`config.mk`:
```
export PLATFORM = sky130hd
export DESIGN_NAME = mtc_timer_unit
export DESIGN_NICKNAME = d
export VERILOG_FILES = /design/src/mtc_pkg.sv /design/src/mtc_timer_unit.sv
export VERILOG_INCLUDE_DIRS = /design/src
export SDC_FILE = /design/constraint.sdc
export NUM_CORES = 2
export LEC_CHECK = 0
export BUFFER_PORTS_ARGS = -buffer_cell sky130_fd_sc_hd__buf_2
export CORE_AREA = 5 5 284 286
export CTS_CLUSTER_SIZE = 30
export DETAILED_ROUTE_END_ITERATION = 12
export DIE_AREA = 0 0 289 291
export GPL_ROUTABILITY_DRIVEN = 0
export PLACE_DENSITY = 0.68
export SLEW_MARGIN = 20
export SYNTH_ARGS = -nofsm -noshare
export SYNTH_HDL_FRONTEND = slang
export SYNTH_SLANG_ARGS = --single-unit
```
`constraint.sdc`:
```
create_clock -name i_clk -period 10.3 [get_ports i_clk]
set_input_delay 1.03 -clock i_clk [delete_from_list [all_inputs] [get_ports i_clk]]
set_output_delay 1.03 -clock i_clk [all_outputs]
set_load 0.05 [all_outputs]
```
`src/mtc_regs.svh`:
```
// Register offsets, field positions, reset values and timing counts of the timer unit.
`ifndef MTC_REGS_SVH
`define MTC_REGS_SVH

// ----------------------------------------------------------------------------
// Register indices (one register per address, 8-bit address space)
// ----------------------------------------------------------------------------
`define MTC_ADDR_W        8
`define MTC_DATA_W        32
// Per timer n: base = n * 8.
`define MTC_TMR_STRIDE    8'h08
`define MTC_OFF_CTRL      3'h0
`define MTC_OFF_HIGH      3'h1
`define MTC_OFF_PERIOD    3'h2
`define MTC_OFF_COUNT     3'h3
`define MTC_OFF_STATUS    3'h4
`define MTC_OFF_CAP_RISE  3'h5
`define MTC_OFF_CAP_FALL  3'h6
`define MTC_ADDR_LOC      8'h40

// ----------------------------------------------------------------------------
// Control register fields
// ----------------------------------------------------------------------------
`define MTC_CTRL_START    0
`define MTC_CTRL_STOP     1
`define MTC_CTRL_MODE_LO  2
`define MTC_CTRL_MODE_HI  4
`define MTC_CTRL_REPEAT   5
`define MTC_CTRL_RISE_EN  6
`define MTC_CTRL_PER_EN   7
`define MTC_CTRL_OUT_EN   8
`define MTC_CTRL_INV_PWM  9
`define MTC_CTRL_CAP_INV  10
`define MTC_CTRL_EDGE     11
`define MTC_CTRL_RTZ      12
`define MTC_CTRL_PRE_LO   16
`define MTC_CTRL_PRE_HI   20
`define MTC_LOC_T0        0
`define MTC_LOC_GRP       1
`define MTC_LOC_OVR       2

// ----------------------------------------------------------------------------
// Reset values and timing counts
// ----------------------------------------------------------------------------
`define MTC_PRESCALE_MAX  5'd16
`define MTC_DS_PERIOD     17'h10000
`define MTC_LFSR_SEED     16'hACE1

`endif

```
`src/mtc_pkg.sv`:
```
// Types shared by the timer unit.
package mtc_pkg;

  typedef enum logic [4:0] {
    MTC_MODE_TIMER   = 5'h01,
    MTC_MODE_COUNTER = 5'h02,
    MTC_MODE_CAPTURE = 5'h04,
    MTC_MODE_DSIGMA  = 5'h08,
    MTC_MODE_IDLE    = 5'h10
  } mtc_mode_t;

  typedef struct packed {
    logic        out_en;
    logic        inv_pwm;
    logic        cap_inv;
    logic        edge_sel;
    logic        rtz;
    logic        rise_en;
    logic        per_en;
    logic        repeat_mode;
    logic [4:0]  prescale;
    logic [2:0]  mode_sel;
  } mtc_cfg_t;

  typedef struct packed {
    mtc_mode_t   mode;
    logic [15:0] count;
    logic [15:0] high_cmp;
    logic [15:0] period_cmp;
    logic [16:0] pre_cnt;
    logic [16:0] ds_cnt;
    logic [15:0] lfsr;
    logic        rtz_gap;
    logic        wave;
    logic        rise_flag;
    logic        period_flag;
    logic        rise_irq;
    logic        period_irq;
    mtc_cfg_t    cfg;
  } mtc_tmr_t;

  typedef struct packed {
    logic        cap_s1;
    logic        cap_s2;
    logic        cap_prev;
    logic        evt_s1;
    logic        evt_s2;
    logic        evt_prev;
    logic [15:0] cap_rise;
    logic [15:0] cap_fall;
    logic [2:0]  loc;
    logic [31:0] rdata;
  } mtc_com_t;

  typedef struct packed {
    logic [4:0]  pwm;
    logic [2:0]  t0_dio;
    logic [3:0]  grp_dio;
  } mtc_pins_t;

endpackage

```
`src/mtc_timer_unit.sv`:
```
// Five-channel timer unit with PWM, counter, capture and delta-sigma modes.
//
// Function
// RL1 - Timer zero samples its capture input on every timer tick.
// RL2 - Capture input is inverted before measurement when capture_invert is set.
// RL3 - Only timer zero captures; timers one to four never do.
// RL4 - Counter counts rising edges, or both edges when edge_select is set.
// RL5 - Event counting exists only on timer zero.
// RL6 - Software sets inversion and edge selection before starting the timer.
// RL7 - Timer zero pins move from default group to alternative group on pin_location_select.
// RL8 - Timers one to four relocate together as one group.
// RL9 - output_override_select routes timers three and two to digital outputs.
// RL10 - Single shot: low, high at high_compare, low at period_compare, then stop.
// RL11 - Repeat mode restarts the pulse cycle each period until stopped.
// RL12 - Rise and period interrupts at output edges, each when enabled.
// RL13 - Counter single shot: interrupts at both compares, stop at period_compare.
// RL14 - Counter repeat: period interrupt and restart from zero; rise still occurs.
// RL15 - The current count can be read any time without disturbance.
// RL16 - Capture records cycles to latest rising and latest falling transitions.
// RL17 - Both capture results are held in readable registers.
// RL18 - Delta-sigma runs on the undivided clock, period 65536 cycles.
// RL19 - Delta-sigma emits conversion-value random single-cycle pulses per period.
// RL20 - Return-to-zero inserts a low cycle after each cycle, doubling period.
// RL21 - Software enables pin output before using delta-sigma mode.
// RL22 - Timer clock is source divided by two to the prescale index, 0 to 16.
// RL23 - PWM output inversion drives the complement of the waveform.
// RL24 - Counters and compares are 16 bits; inputs are synchronised first.
// RL25 - Starting any mode clears the counter and drives the output low.
`timescale 1ns/10ps
`include "mtc_regs.svh"

module mtc_timer_unit
  import mtc_pkg::*;
#(
  parameter int NUM_TIMERS = 5
) (
  // Clock and reset
  input  wire logic                     i_clk,
  input  wire logic                     i_rst_n,
  // Register port
  input  wire logic [`MTC_ADDR_W-1:0]   i_addr,
  input  wire logic [`MTC_DATA_W-1:0]   i_wdata,
  input  wire logic                     i_wr,
  input  wire logic                     i_rd,
  output logic      [`MTC_DATA_W-1:0]   o_rdata,
  // External inputs of timer zero
  input  wire logic                     i_capture_input_pin,
  input  wire logic                     i_event_input,
  // Timer events
  output logic      [NUM_TIMERS-1:0]    o_rise_interrupt,
  output logic      [NUM_TIMERS-1:0]    o_period_interrupt,
  // Pin outputs
  output logic      [NUM_TIMERS-1:0]    o_pwm,
  output logic      [2:0]               o_t0_dio_default,
  output logic      [2:0]               o_t0_dio_alt,
  output logic      [3:0]               o_grp_dio_default,
  output logic      [3:0]               o_grp_dio_alt,
  output logic                          o_digital_output_zero,
  output logic                          o_digital_output_one,
  output logic                          o_t0_alt_location,
  output logic                          o_grp_alt_location
);

  // --------------------------------------------------------------------------
  // State
  // --------------------------------------------------------------------------
  mtc_tmr_t  tmr_reg  [NUM_TIMERS];
  mtc_tmr_t  tmr_next [NUM_TIMERS];
  mtc_com_t  com_reg;
  mtc_com_t  com_next;
  mtc_pins_t pins_reg;
  mtc_pins_t pins_next;

  logic [NUM_TIMERS-1:0] tick;
  logic cap_level;
  logic cap_rise_edge;
  logic cap_fall_edge;
  logic evt_edge;
  logic [2:0] wsel;
  logic [4:0] tsel;

  assign tsel = 5'(i_addr[7:3]);
  assign wsel = i_addr[2:0];

  // The second stage feeds the edge detectors both directly and through cap_prev.
  assign cap_level     = com_reg.cap_s2 ^ tmr_reg[0].cfg.cap_inv; // RL2
  assign cap_rise_edge = cap_level & ~com_reg.cap_prev;
  assign cap_fall_edge = ~cap_level & com_reg.cap_prev;
  assign evt_edge      = tmr_reg[0].cfg.edge_sel ? (com_reg.evt_s2 ^ com_reg.evt_prev) // RL4
                                                 : (com_reg.evt_s2 & ~com_reg.evt_prev);

  // --------------------------------------------------------------------------
  // Per-timer logic
  // --------------------------------------------------------------------------
  genvar g;
  generate
    for (g = 0; g < NUM_TIMERS; g++) begin : g_tmr
      always_comb begin
        mtc_tmr_t   n;
        logic [16:0] div;
        logic       wr_hit;
        logic       hit_hi;
        logic       hit_per;
        n      = tmr_reg[g];
        div    = 17'h1 << tmr_reg[g].cfg.prescale;
        wr_hit = i_wr && (tsel == 5'(g));
        n.rise_irq   = 1'b0;
        n.period_irq = 1'b0;
        // Prescaler: one enable pulse every 2^prescale clocks.
        tick[g] = 1'b0;
        if (tmr_reg[g].mode != MTC_MODE_IDLE) begin
          if (tmr_reg[g].pre_cnt >= div - 17'h1) begin // RL22
            n.pre_cnt = 17'h0;
            tick[g]   = 1'b1;
          end else begin
            n.pre_cnt = tmr_reg[g].pre_cnt + 17'h1;
          end
        end
        hit_hi  = (tmr_reg[g].count + 16'h1) == tmr_reg[g].high_cmp;
        hit_per = (tmr_reg[g].count + 16'h1) == tmr_reg[g].period_cmp;
        case (tmr_reg[g].mode)
          MTC_MODE_TIMER: begin
            if (tick[g]) begin
              n.count = tmr_reg[g].count + 16'h1;
              if (hit_hi) begin
                n.wave     = 1'b1;
                n.rise_irq = tmr_reg[g].cfg.rise_en; // RL12
              end
              if (hit_per) begin
                n.wave       = 1'b0;
                n.period_irq = tmr_reg[g].cfg.per_en; // RL12
                n.count      = 16'h0;
                if (!tmr_reg[g].cfg.repeat_mode) begin
                  n.mode = MTC_MODE_IDLE; // RL10 RL11
                end
              end
            end
          end
          MTC_MODE_COUNTER: begin
            if (g == 0 && evt_edge) begin // RL5
              n.count = tmr_reg[g].count + 16'h1;
              if (hit_hi) begin
                n.rise_irq = tmr_reg[g].cfg.rise_en; // RL13
              end
              if (hit_per) begin
                n.period_irq = tmr_reg[g].cfg.per_en; // RL13
                if (tmr_reg[g].cfg.repeat_mode) begin
                  n.count = 16'h0; // RL14
                end else begin
                  n.mode = MTC_MODE_IDLE; // RL13
                end
              end
            end
          end
          MTC_MODE_CAPTURE: begin
            if (g == 0 && tick[g]) begin // RL1 RL3
              n.count = tmr_reg[g].count + 16'h1;
            end
          end
          MTC_MODE_DSIGMA: begin
            // Undivided clock; RTZ forces a low cycle after every output cycle.
            n.pre_cnt = 17'h0; // RL18
            if (tmr_reg[g].rtz_gap) begin
              n.rtz_gap = 1'b0;
              n.wave    = 1'b0;
            end else begin
              n.rtz_gap = tmr_reg[g].cfg.rtz; // RL20
              n.lfsr    = {tmr_reg[g].lfsr[14:0], tmr_reg[g].lfsr[15] ^ tmr_reg[g].lfsr[13]
                           ^ tmr_reg[g].lfsr[12] ^ tmr_reg[g].lfsr[10]};
              // Permuted LFSR word is compared against the value: pulses land at random.
              n.wave    = {tmr_reg[g].lfsr[7:0], tmr_reg[g].lfsr[15:8]} < tmr_reg[g].high_cmp; // RL19
              n.ds_cnt  = (tmr_reg[g].ds_cnt == `MTC_DS_PERIOD - 17'h1) ? 17'h0
                                                                        : tmr_reg[g].ds_cnt + 17'h1;
              n.count   = 16'(n.ds_cnt);
            end
          end
          MTC_MODE_IDLE: begin
            n.wave = 1'b0;
          end
          default: begin
            n.mode = MTC_MODE_IDLE;
          end
        endcase
        // Sticky flags, hardware set wins over software clear.
        if (wr_hit && wsel == `MTC_OFF_STATUS) begin
          n.rise_flag   = tmr_reg[g].rise_flag & ~i_wdata[0];
          n.period_flag = tmr_reg[g].period_flag & ~i_wdata[1];
        end
        n.rise_flag   = n.rise_flag | n.rise_irq;
        n.period_flag = n.period_flag | n.period_irq;
        if (wr_hit && wsel == `MTC_OFF_HIGH) begin
          n.high_cmp = i_wdata[15:0];
        end
        if (wr_hit && wsel == `MTC_OFF_PERIOD) begin
          n.period_cmp = i_wdata[15:0];
        end
        if (wr_hit && wsel == `MTC_OFF_CTRL) begin
          n.cfg.repeat_mode = i_wdata[`MTC_CTRL_REPEAT];
          n.cfg.rise_en     = i_wdata[`MTC_CTRL_RISE_EN];
          n.cfg.per_en      = i_wdata[`MTC_CTRL_PER_EN];
          n.cfg.out_en      = i_wdata[`MTC_CTRL_OUT_EN];
          n.cfg.inv_pwm     = i_wdata[`MTC_CTRL_INV_PWM];
          n.cfg.cap_inv     = (g == 0) && i_wdata[`MTC_CTRL_CAP_INV];
          n.cfg.edge_sel    = (g == 0) && i_wdata[`MTC_CTRL_EDGE];
          n.cfg.rtz         = i_wdata[`MTC_CTRL_RTZ];
          n.cfg.mode_sel    = i_wdata[`MTC_CTRL_MODE_HI:`MTC_CTRL_MODE_LO];
          n.cfg.prescale    = (i_wdata[`MTC_CTRL_PRE_HI:`MTC_CTRL_PRE_LO] > `MTC_PRESCALE_MAX)
                              ? `MTC_PRESCALE_MAX : i_wdata[`MTC_CTRL_PRE_HI:`MTC_CTRL_PRE_LO];
          if (i_wdata[`MTC_CTRL_STOP]) begin
            n.mode = MTC_MODE_IDLE;
            n.wave = 1'b0;
          end else if (i_wdata[`MTC_CTRL_START]) begin
            n.count   = 16'h0; // RL25
            n.wave    = 1'b0;
            n.pre_cnt = 17'h0;
            n.ds_cnt  = 17'h0;
            n.rtz_gap = 1'b0;
            case (i_wdata[`MTC_CTRL_MODE_HI:`MTC_CTRL_MODE_LO])
              3'h0: n.mode = MTC_MODE_TIMER;
              3'h1: n.mode = (g == 0) ? MTC_MODE_COUNTER : MTC_MODE_IDLE; // RL5
              3'h2: n.mode = (g == 0) ? MTC_MODE_CAPTURE : MTC_MODE_IDLE; // RL3
              3'h3: n.mode = MTC_MODE_DSIGMA;
              default: n.mode = MTC_MODE_IDLE;
            endcase
          end
        end
        tmr_next[g] = n;
      end

      always_ff @(posedge i_clk) begin
        if (!i_rst_n) begin
          tmr_reg[g] <= '{mode: MTC_MODE_IDLE, lfsr: `MTC_LFSR_SEED, default: '0};
        end else begin
          tmr_reg[g] <= tmr_next[g];
        end
      end

      assign o_rise_interrupt[g]   = tmr_reg[g].rise_irq;
      assign o_period_interrupt[g] = tmr_reg[g].period_irq;
      assign o_pwm[g]              = pins_reg.pwm[g];
    end
  endgenerate

  // --------------------------------------------------------------------------
  // Shared inputs, capture, pin routing and read port
  // --------------------------------------------------------------------------
  always_comb begin
    mtc_tmr_t t;
    com_next        = com_reg;
    com_next.cap_s1 = i_capture_input_pin;
    com_next.cap_s2 = com_reg.cap_s1; // RL24
    com_next.evt_s1 = i_event_input;
    com_next.evt_s2 = com_reg.evt_s1; // RL24
    com_next.evt_prev = com_reg.evt_s2;
    if (tmr_reg[0].mode == MTC_MODE_CAPTURE && tick[0]) begin
      com_next.cap_prev = cap_level; // RL1
      if (cap_rise_edge) begin
        com_next.cap_rise = tmr_reg[0].count; // RL16 RL17
      end
      if (cap_fall_edge) begin
        com_next.cap_fall = tmr_reg[0].count; // RL16 RL17
      end
    end
    if (i_wr && i_addr == `MTC_ADDR_LOC) begin
      com_next.loc = i_wdata[2:0];
    end
    if (i_wr && tsel == 5'h0 && wsel == `MTC_OFF_CTRL && i_wdata[`MTC_CTRL_START]) begin
      com_next.cap_rise = 16'h0;
      com_next.cap_fall = 16'h0;
      com_next.cap_prev = com_reg.cap_s2 ^ i_wdata[`MTC_CTRL_CAP_INV];
    end
    com_next.rdata = '0;
    t = tmr_reg[0];
    for (int k = 0; k < NUM_TIMERS; k++) begin
      if (tsel == 5'(k)) begin
        t = tmr_reg[k];
      end
    end
    if (i_rd) begin
      if (i_addr == `MTC_ADDR_LOC) begin
        com_next.rdata = {29'h0, com_reg.loc};
      end else if (tsel < 5'(NUM_TIMERS)) begin
        case (wsel)
          `MTC_OFF_CTRL: com_next.rdata = {11'h0, t.cfg.prescale, 3'h0, t.cfg.rtz, t.cfg.edge_sel,
                                          t.cfg.cap_inv, t.cfg.inv_pwm, t.cfg.out_en, t.cfg.per_en,
                                          t.cfg.rise_en, t.cfg.repeat_mode, t.cfg.mode_sel,
                                          1'b0, t.mode != MTC_MODE_IDLE};
          `MTC_OFF_HIGH:     com_next.rdata = {16'h0, t.high_cmp};
          `MTC_OFF_PERIOD:   com_next.rdata = {16'h0, t.period_cmp};
          `MTC_OFF_COUNT:    com_next.rdata = {16'h0, t.count}; // RL15
          `MTC_OFF_STATUS:   com_next.rdata = {30'h0, t.period_flag, t.rise_flag};
          `MTC_OFF_CAP_RISE: com_next.rdata = (tsel == 5'h0) ? {16'h0, com_reg.cap_rise} : 32'h0;
          `MTC_OFF_CAP_FALL: com_next.rdata = (tsel == 5'h0) ? {16'h0, com_reg.cap_fall} : 32'h0;
          default:           com_next.rdata = 32'h0;
        endcase
      end
    end
  end

  always_comb begin
    logic [4:0] w;
    w = '0;
    for (int k = 0; k < NUM_TIMERS; k++) begin
      w[k] = tmr_reg[k].cfg.out_en & (tmr_reg[k].wave ^ tmr_reg[k].cfg.inv_pwm); // RL23 RL21
    end
    pins_next.pwm = w;
    pins_next.t0_dio = {w[0], cap_level, com_reg.evt_s2};
    pins_next.grp_dio = {w[4], w[3] & ~com_next.loc[`MTC_LOC_OVR], w[2] & ~com_next.loc[`MTC_LOC_OVR], w[1]};
  end

  always_ff @(posedge i_clk) begin
    if (!i_rst_n) begin
      com_reg  <= '0;
      pins_reg <= '0;
    end else begin
      com_reg  <= com_next;
      pins_reg <= pins_next;
    end
  end

  // Pin group selection; only the PWM bit of timer zero is an output.
  assign o_t0_alt_location     = com_reg.loc[`MTC_LOC_T0]; // RL7
  assign o_grp_alt_location    = com_reg.loc[`MTC_LOC_GRP]; // RL8
  assign o_t0_dio_default      = com_reg.loc[`MTC_LOC_T0] ? 3'h0 : {pins_reg.t0_dio[2], 2'h0}; // RL7
  assign o_t0_dio_alt          = com_reg.loc[`MTC_LOC_T0] ? {pins_reg.t0_dio[2], 2'h0} : 3'h0;
  assign o_grp_dio_default     = com_reg.loc[`MTC_LOC_GRP] ? 4'h0 : pins_reg.grp_dio; // RL8
  assign o_grp_dio_alt         = com_reg.loc[`MTC_LOC_GRP] ? pins_reg.grp_dio : 4'h0;
  assign o_digital_output_zero = com_reg.loc[`MTC_LOC_OVR] & pins_reg.pwm[2]; // RL9
  assign o_digital_output_one  = com_reg.loc[`MTC_LOC_OVR] & pins_reg.pwm[3]; // RL9
  assign o_rdata               = com_reg.rdata;

endmodule

```
==> out/metrics.csv <==
metric;value;unit
FMAX;182;MHz
commonest non-fill, non-tap cell in the layout;nand2_1;
top cells by area, synth;dfxtp_1, nand2_1, ha_1, a21boi_0, xnor2_1;
WP buf/inv;0;
Clock Power Share;51.0;%
Mapped Area;42500;um2
CTS Buf Count;80;
register area share after synthesis;32.3;%
starting DRC count in detailed routing;4518;
CP max stage cell;or3_1;
Die Y;291;um
critical path type;reg -> reg;
clock root cell;clkbuf_16;
Area Growth Syn to Fin;7.26;%
sequential group share of total power;45.5;%
worst-path maximum fanout;18;
Top Layer Used;met5;
WL met2;59200;um
Clock Latency Late Sink;0.64;ns
fin nets;5469;
CTS H-tree lvls;3;
CTS clk-pin slew, worst paths;0.06;ns
flops & latches, synth;686;
area of the die;84100;um2
initial antenna violation count;3;
Final Setup Violations;0;
Gate Count Post-Synth;5450;
DRT met1 WL;56100;um
Total GRT Usage;31.2;%
EDFF count, synth;0;
pin count of the biggest net entering global routing;115;
Die X;289;um
unrepaired setup endpoints after global routing;no;
DRT Pass-1 Iters;8;
Placeable Area;78100;um2
cts hold-fix bufs;0;
grt total ovfl;0;
fraction of registers with async set/reset;0;%
max FFs per register;617;
count of final max-slew check failures;0;
Cell Area, Placed;42800;um2
hold depth;1;
leakage;16.4;nW
Clock Tree Buf Depth;3;
delay-heaviest family, CP;simple AND/OR/NAND/NOR gates;
Hold WC Path Type;reg -> reg;
WL met3;14400;um
post-DP HPWL;97100;um
post-CTS sizing;0;
num rows;103;
Power Density;128;nW/um2
Yosys warning total;0;
part of the cycle the worst path needs;53.5;%
I/O Buffers;84;
via count;39537;
DRC;0;
post-route minimum period;5.51;ns
most frequent cells in the layout;nand2_1, dfxtp_1, nor2_1;
Final Hold Fails;0;
Sinks on Clock Net;686;
max-cap viol count;0;
CTS tree;yes;
Distinct cells, synth;94;
first-pass GRT wire length;210000;um
Peak VDD IR;0.000107;V
Worst-Margin Slew;1.27;ns
CP max stage delay;0.85;ns
total power;5.84;mW
relative slew slack;15.1;%
WL final;138000;um
ys flop type;dfxtp_1;
Net Switching;1.33;mW
critical path arrival;6.00;ns
post-DR vias/cell;6.22;
share of cells above drive strength 1;6.75;%
Setup crit end kind;register;
Reg2Reg Depth;16;
outcome;complete, no violations;
Int Pwr;4.50;mW
Worst path depth;16;
post-synth top area cell;dfxtp_1;
Final Cell Area;45600;um2
share of Yosys cell area claimed by the top area cell type;32.3;%
Avg Cell Area, Syn;7.80;um2
TNS Setup;0;ns
clock skew;0.0297;ns
initial core utilization;54.4;%
crit start category;register;
Net Sw Frac;22.8;%
IO Count;111;
Post-CTS Setup Inserts;0;
vias in the first global route;35991;
number of nets with antenna violations after routing;0;
CP Cell Sequence;nor3_1 > nand2_1 > ha_1 > or3_1 > o31ai_1 > a22oi_1 > ha_1 > and4_1 > a221oi_1 > o21ai_0 > a221o_1 > and2_1 > nand2_1 > or3_1 > mux2i_1 > nor2_1;
logic gate share of total power;3.4;%
WP data required;10.79;ns
wire per inst;21.6;um
## cell usage after synthesis, types with 15 or more instances
cell type / number
nor2b_1: 36
o21ai_0: 209
nor3b_1: 26
buf_4: 54
and2_1: 32
nor4_1: 34
nand4_1: 97
nand2_1: 984
nor3_1: 94
o211ai_1: 50
or3_1: 44
a22oi_1: 93
ha_1: 181
mux4_2: 17
xor2_1: 187
nand3_1: 191
nand3b_1: 25
mux2i_1: 54
or2_2: 15
a31oi_1: 39
nor2_1: 443
o21a_1: 24
buf_2: 39
a21o_1: 54
o31ai_1: 27
clkbuf_1: 315
inv_1: 123
and4_1: 24
xnor3_1: 25
a21oi_1: 257
xnor2_1: 219
a21boi_0: 285
a311oi_1: 18
nand2b_1: 37
buf_1: 24
and3_1: 89
mux2_2: 16
o22ai_1: 58
a211oi_1: 34
dfxtp_1: 686
## per-layer routing
metal  GRT usage (%)  up-vias
met5               0        -
met4            14.8        4
met3            7.22      449
met2            47.3     1808
met1            42.1    18609
li1                -    18667
## worst paths after layout
check / slack, ns / start / end
max: 4.79 / tmr_reg[0][5] / com_reg[62]
min: 0.44 / com_next[71] / com_reg[71]
max reg2reg: 4.79 / tmr_reg[0][5] / com_reg[62]
min reg2reg: 0.44 / com_next[71] / com_reg[71]
## worst reg2reg max path, cell delays in order (launching register included)
cell and delay [ns]:
dfxtp_1 0.52, nor3_1 0.47, nand2_1 0.17, ha_1 0.37
or3_1 0.38, o31ai_1 0.21, a22oi_1 0.11, ha_1 0.35
and4_1 0.16, a221oi_1 0.23, o21ai_0 0.17, a221o_1 0.45
and2_1 0.36, nand2_1 0.23, or3_1 0.85, mux2i_1 0.29
nor2_1 0.06
## logic make-up after synthesis
group | share of synthesized area, %
other | 0.00883
and+or+nand+nor | 23.9
xor gates and xnor gates | 9.81
muxes | 2.63
DFF | 32.3
buffers and inverters | 5.53
adders and majority gates | 5.33
AOI/OAI and AO/OA | 20.5
## power groups by stage
stage	combinational [mW]	clock, mW	sequential (mW)
after detailed placement	0.191	0	2.72
after global routing	0.205	3.12	2.66
final	0.200	2.98	2.66
after global placement	0.190	0	2.72
after CTS	0.191	3.01	2.66
after floorplan	0.121	0	2.72
## through the flow
| step | utilization [%] | cells | worst slack [ns] | hold slack [ns] |
|---|---|---|---|---|
| 2_1_floorplan | - | 5464 | 6.08 | 0.412 |
| 3_3_place_gp | 54.8 | 6210 | 4.92 | 0.421 |
| 3_5_place_dp | 54.8 | 6210 | 4.82 | 0.425 |
| 4_1_cts | 58.3 | 6354 | 4.82 | 0.444 |
| 5_1_grt | 58.3 | 6354 | 4.46 | 0.455 |
| 6_report | 58.4 | 6357 | 4.79 | 0.439 |
## final cells by class
type                            instances  area (um2)
Fill cell                            7178       32500
Multi-Input combinational cell       4221       26500
Sequential cell                       686       13700
Clock buffer                          117        2340
Tap cell                             1050        1310
Timing Repair Buffer                  130         776
Inverter                              123         462
Clock inverter                         27         388
Antenna cell                            3        7.51
No activity file was read; power rests on OpenSTA's default activity.
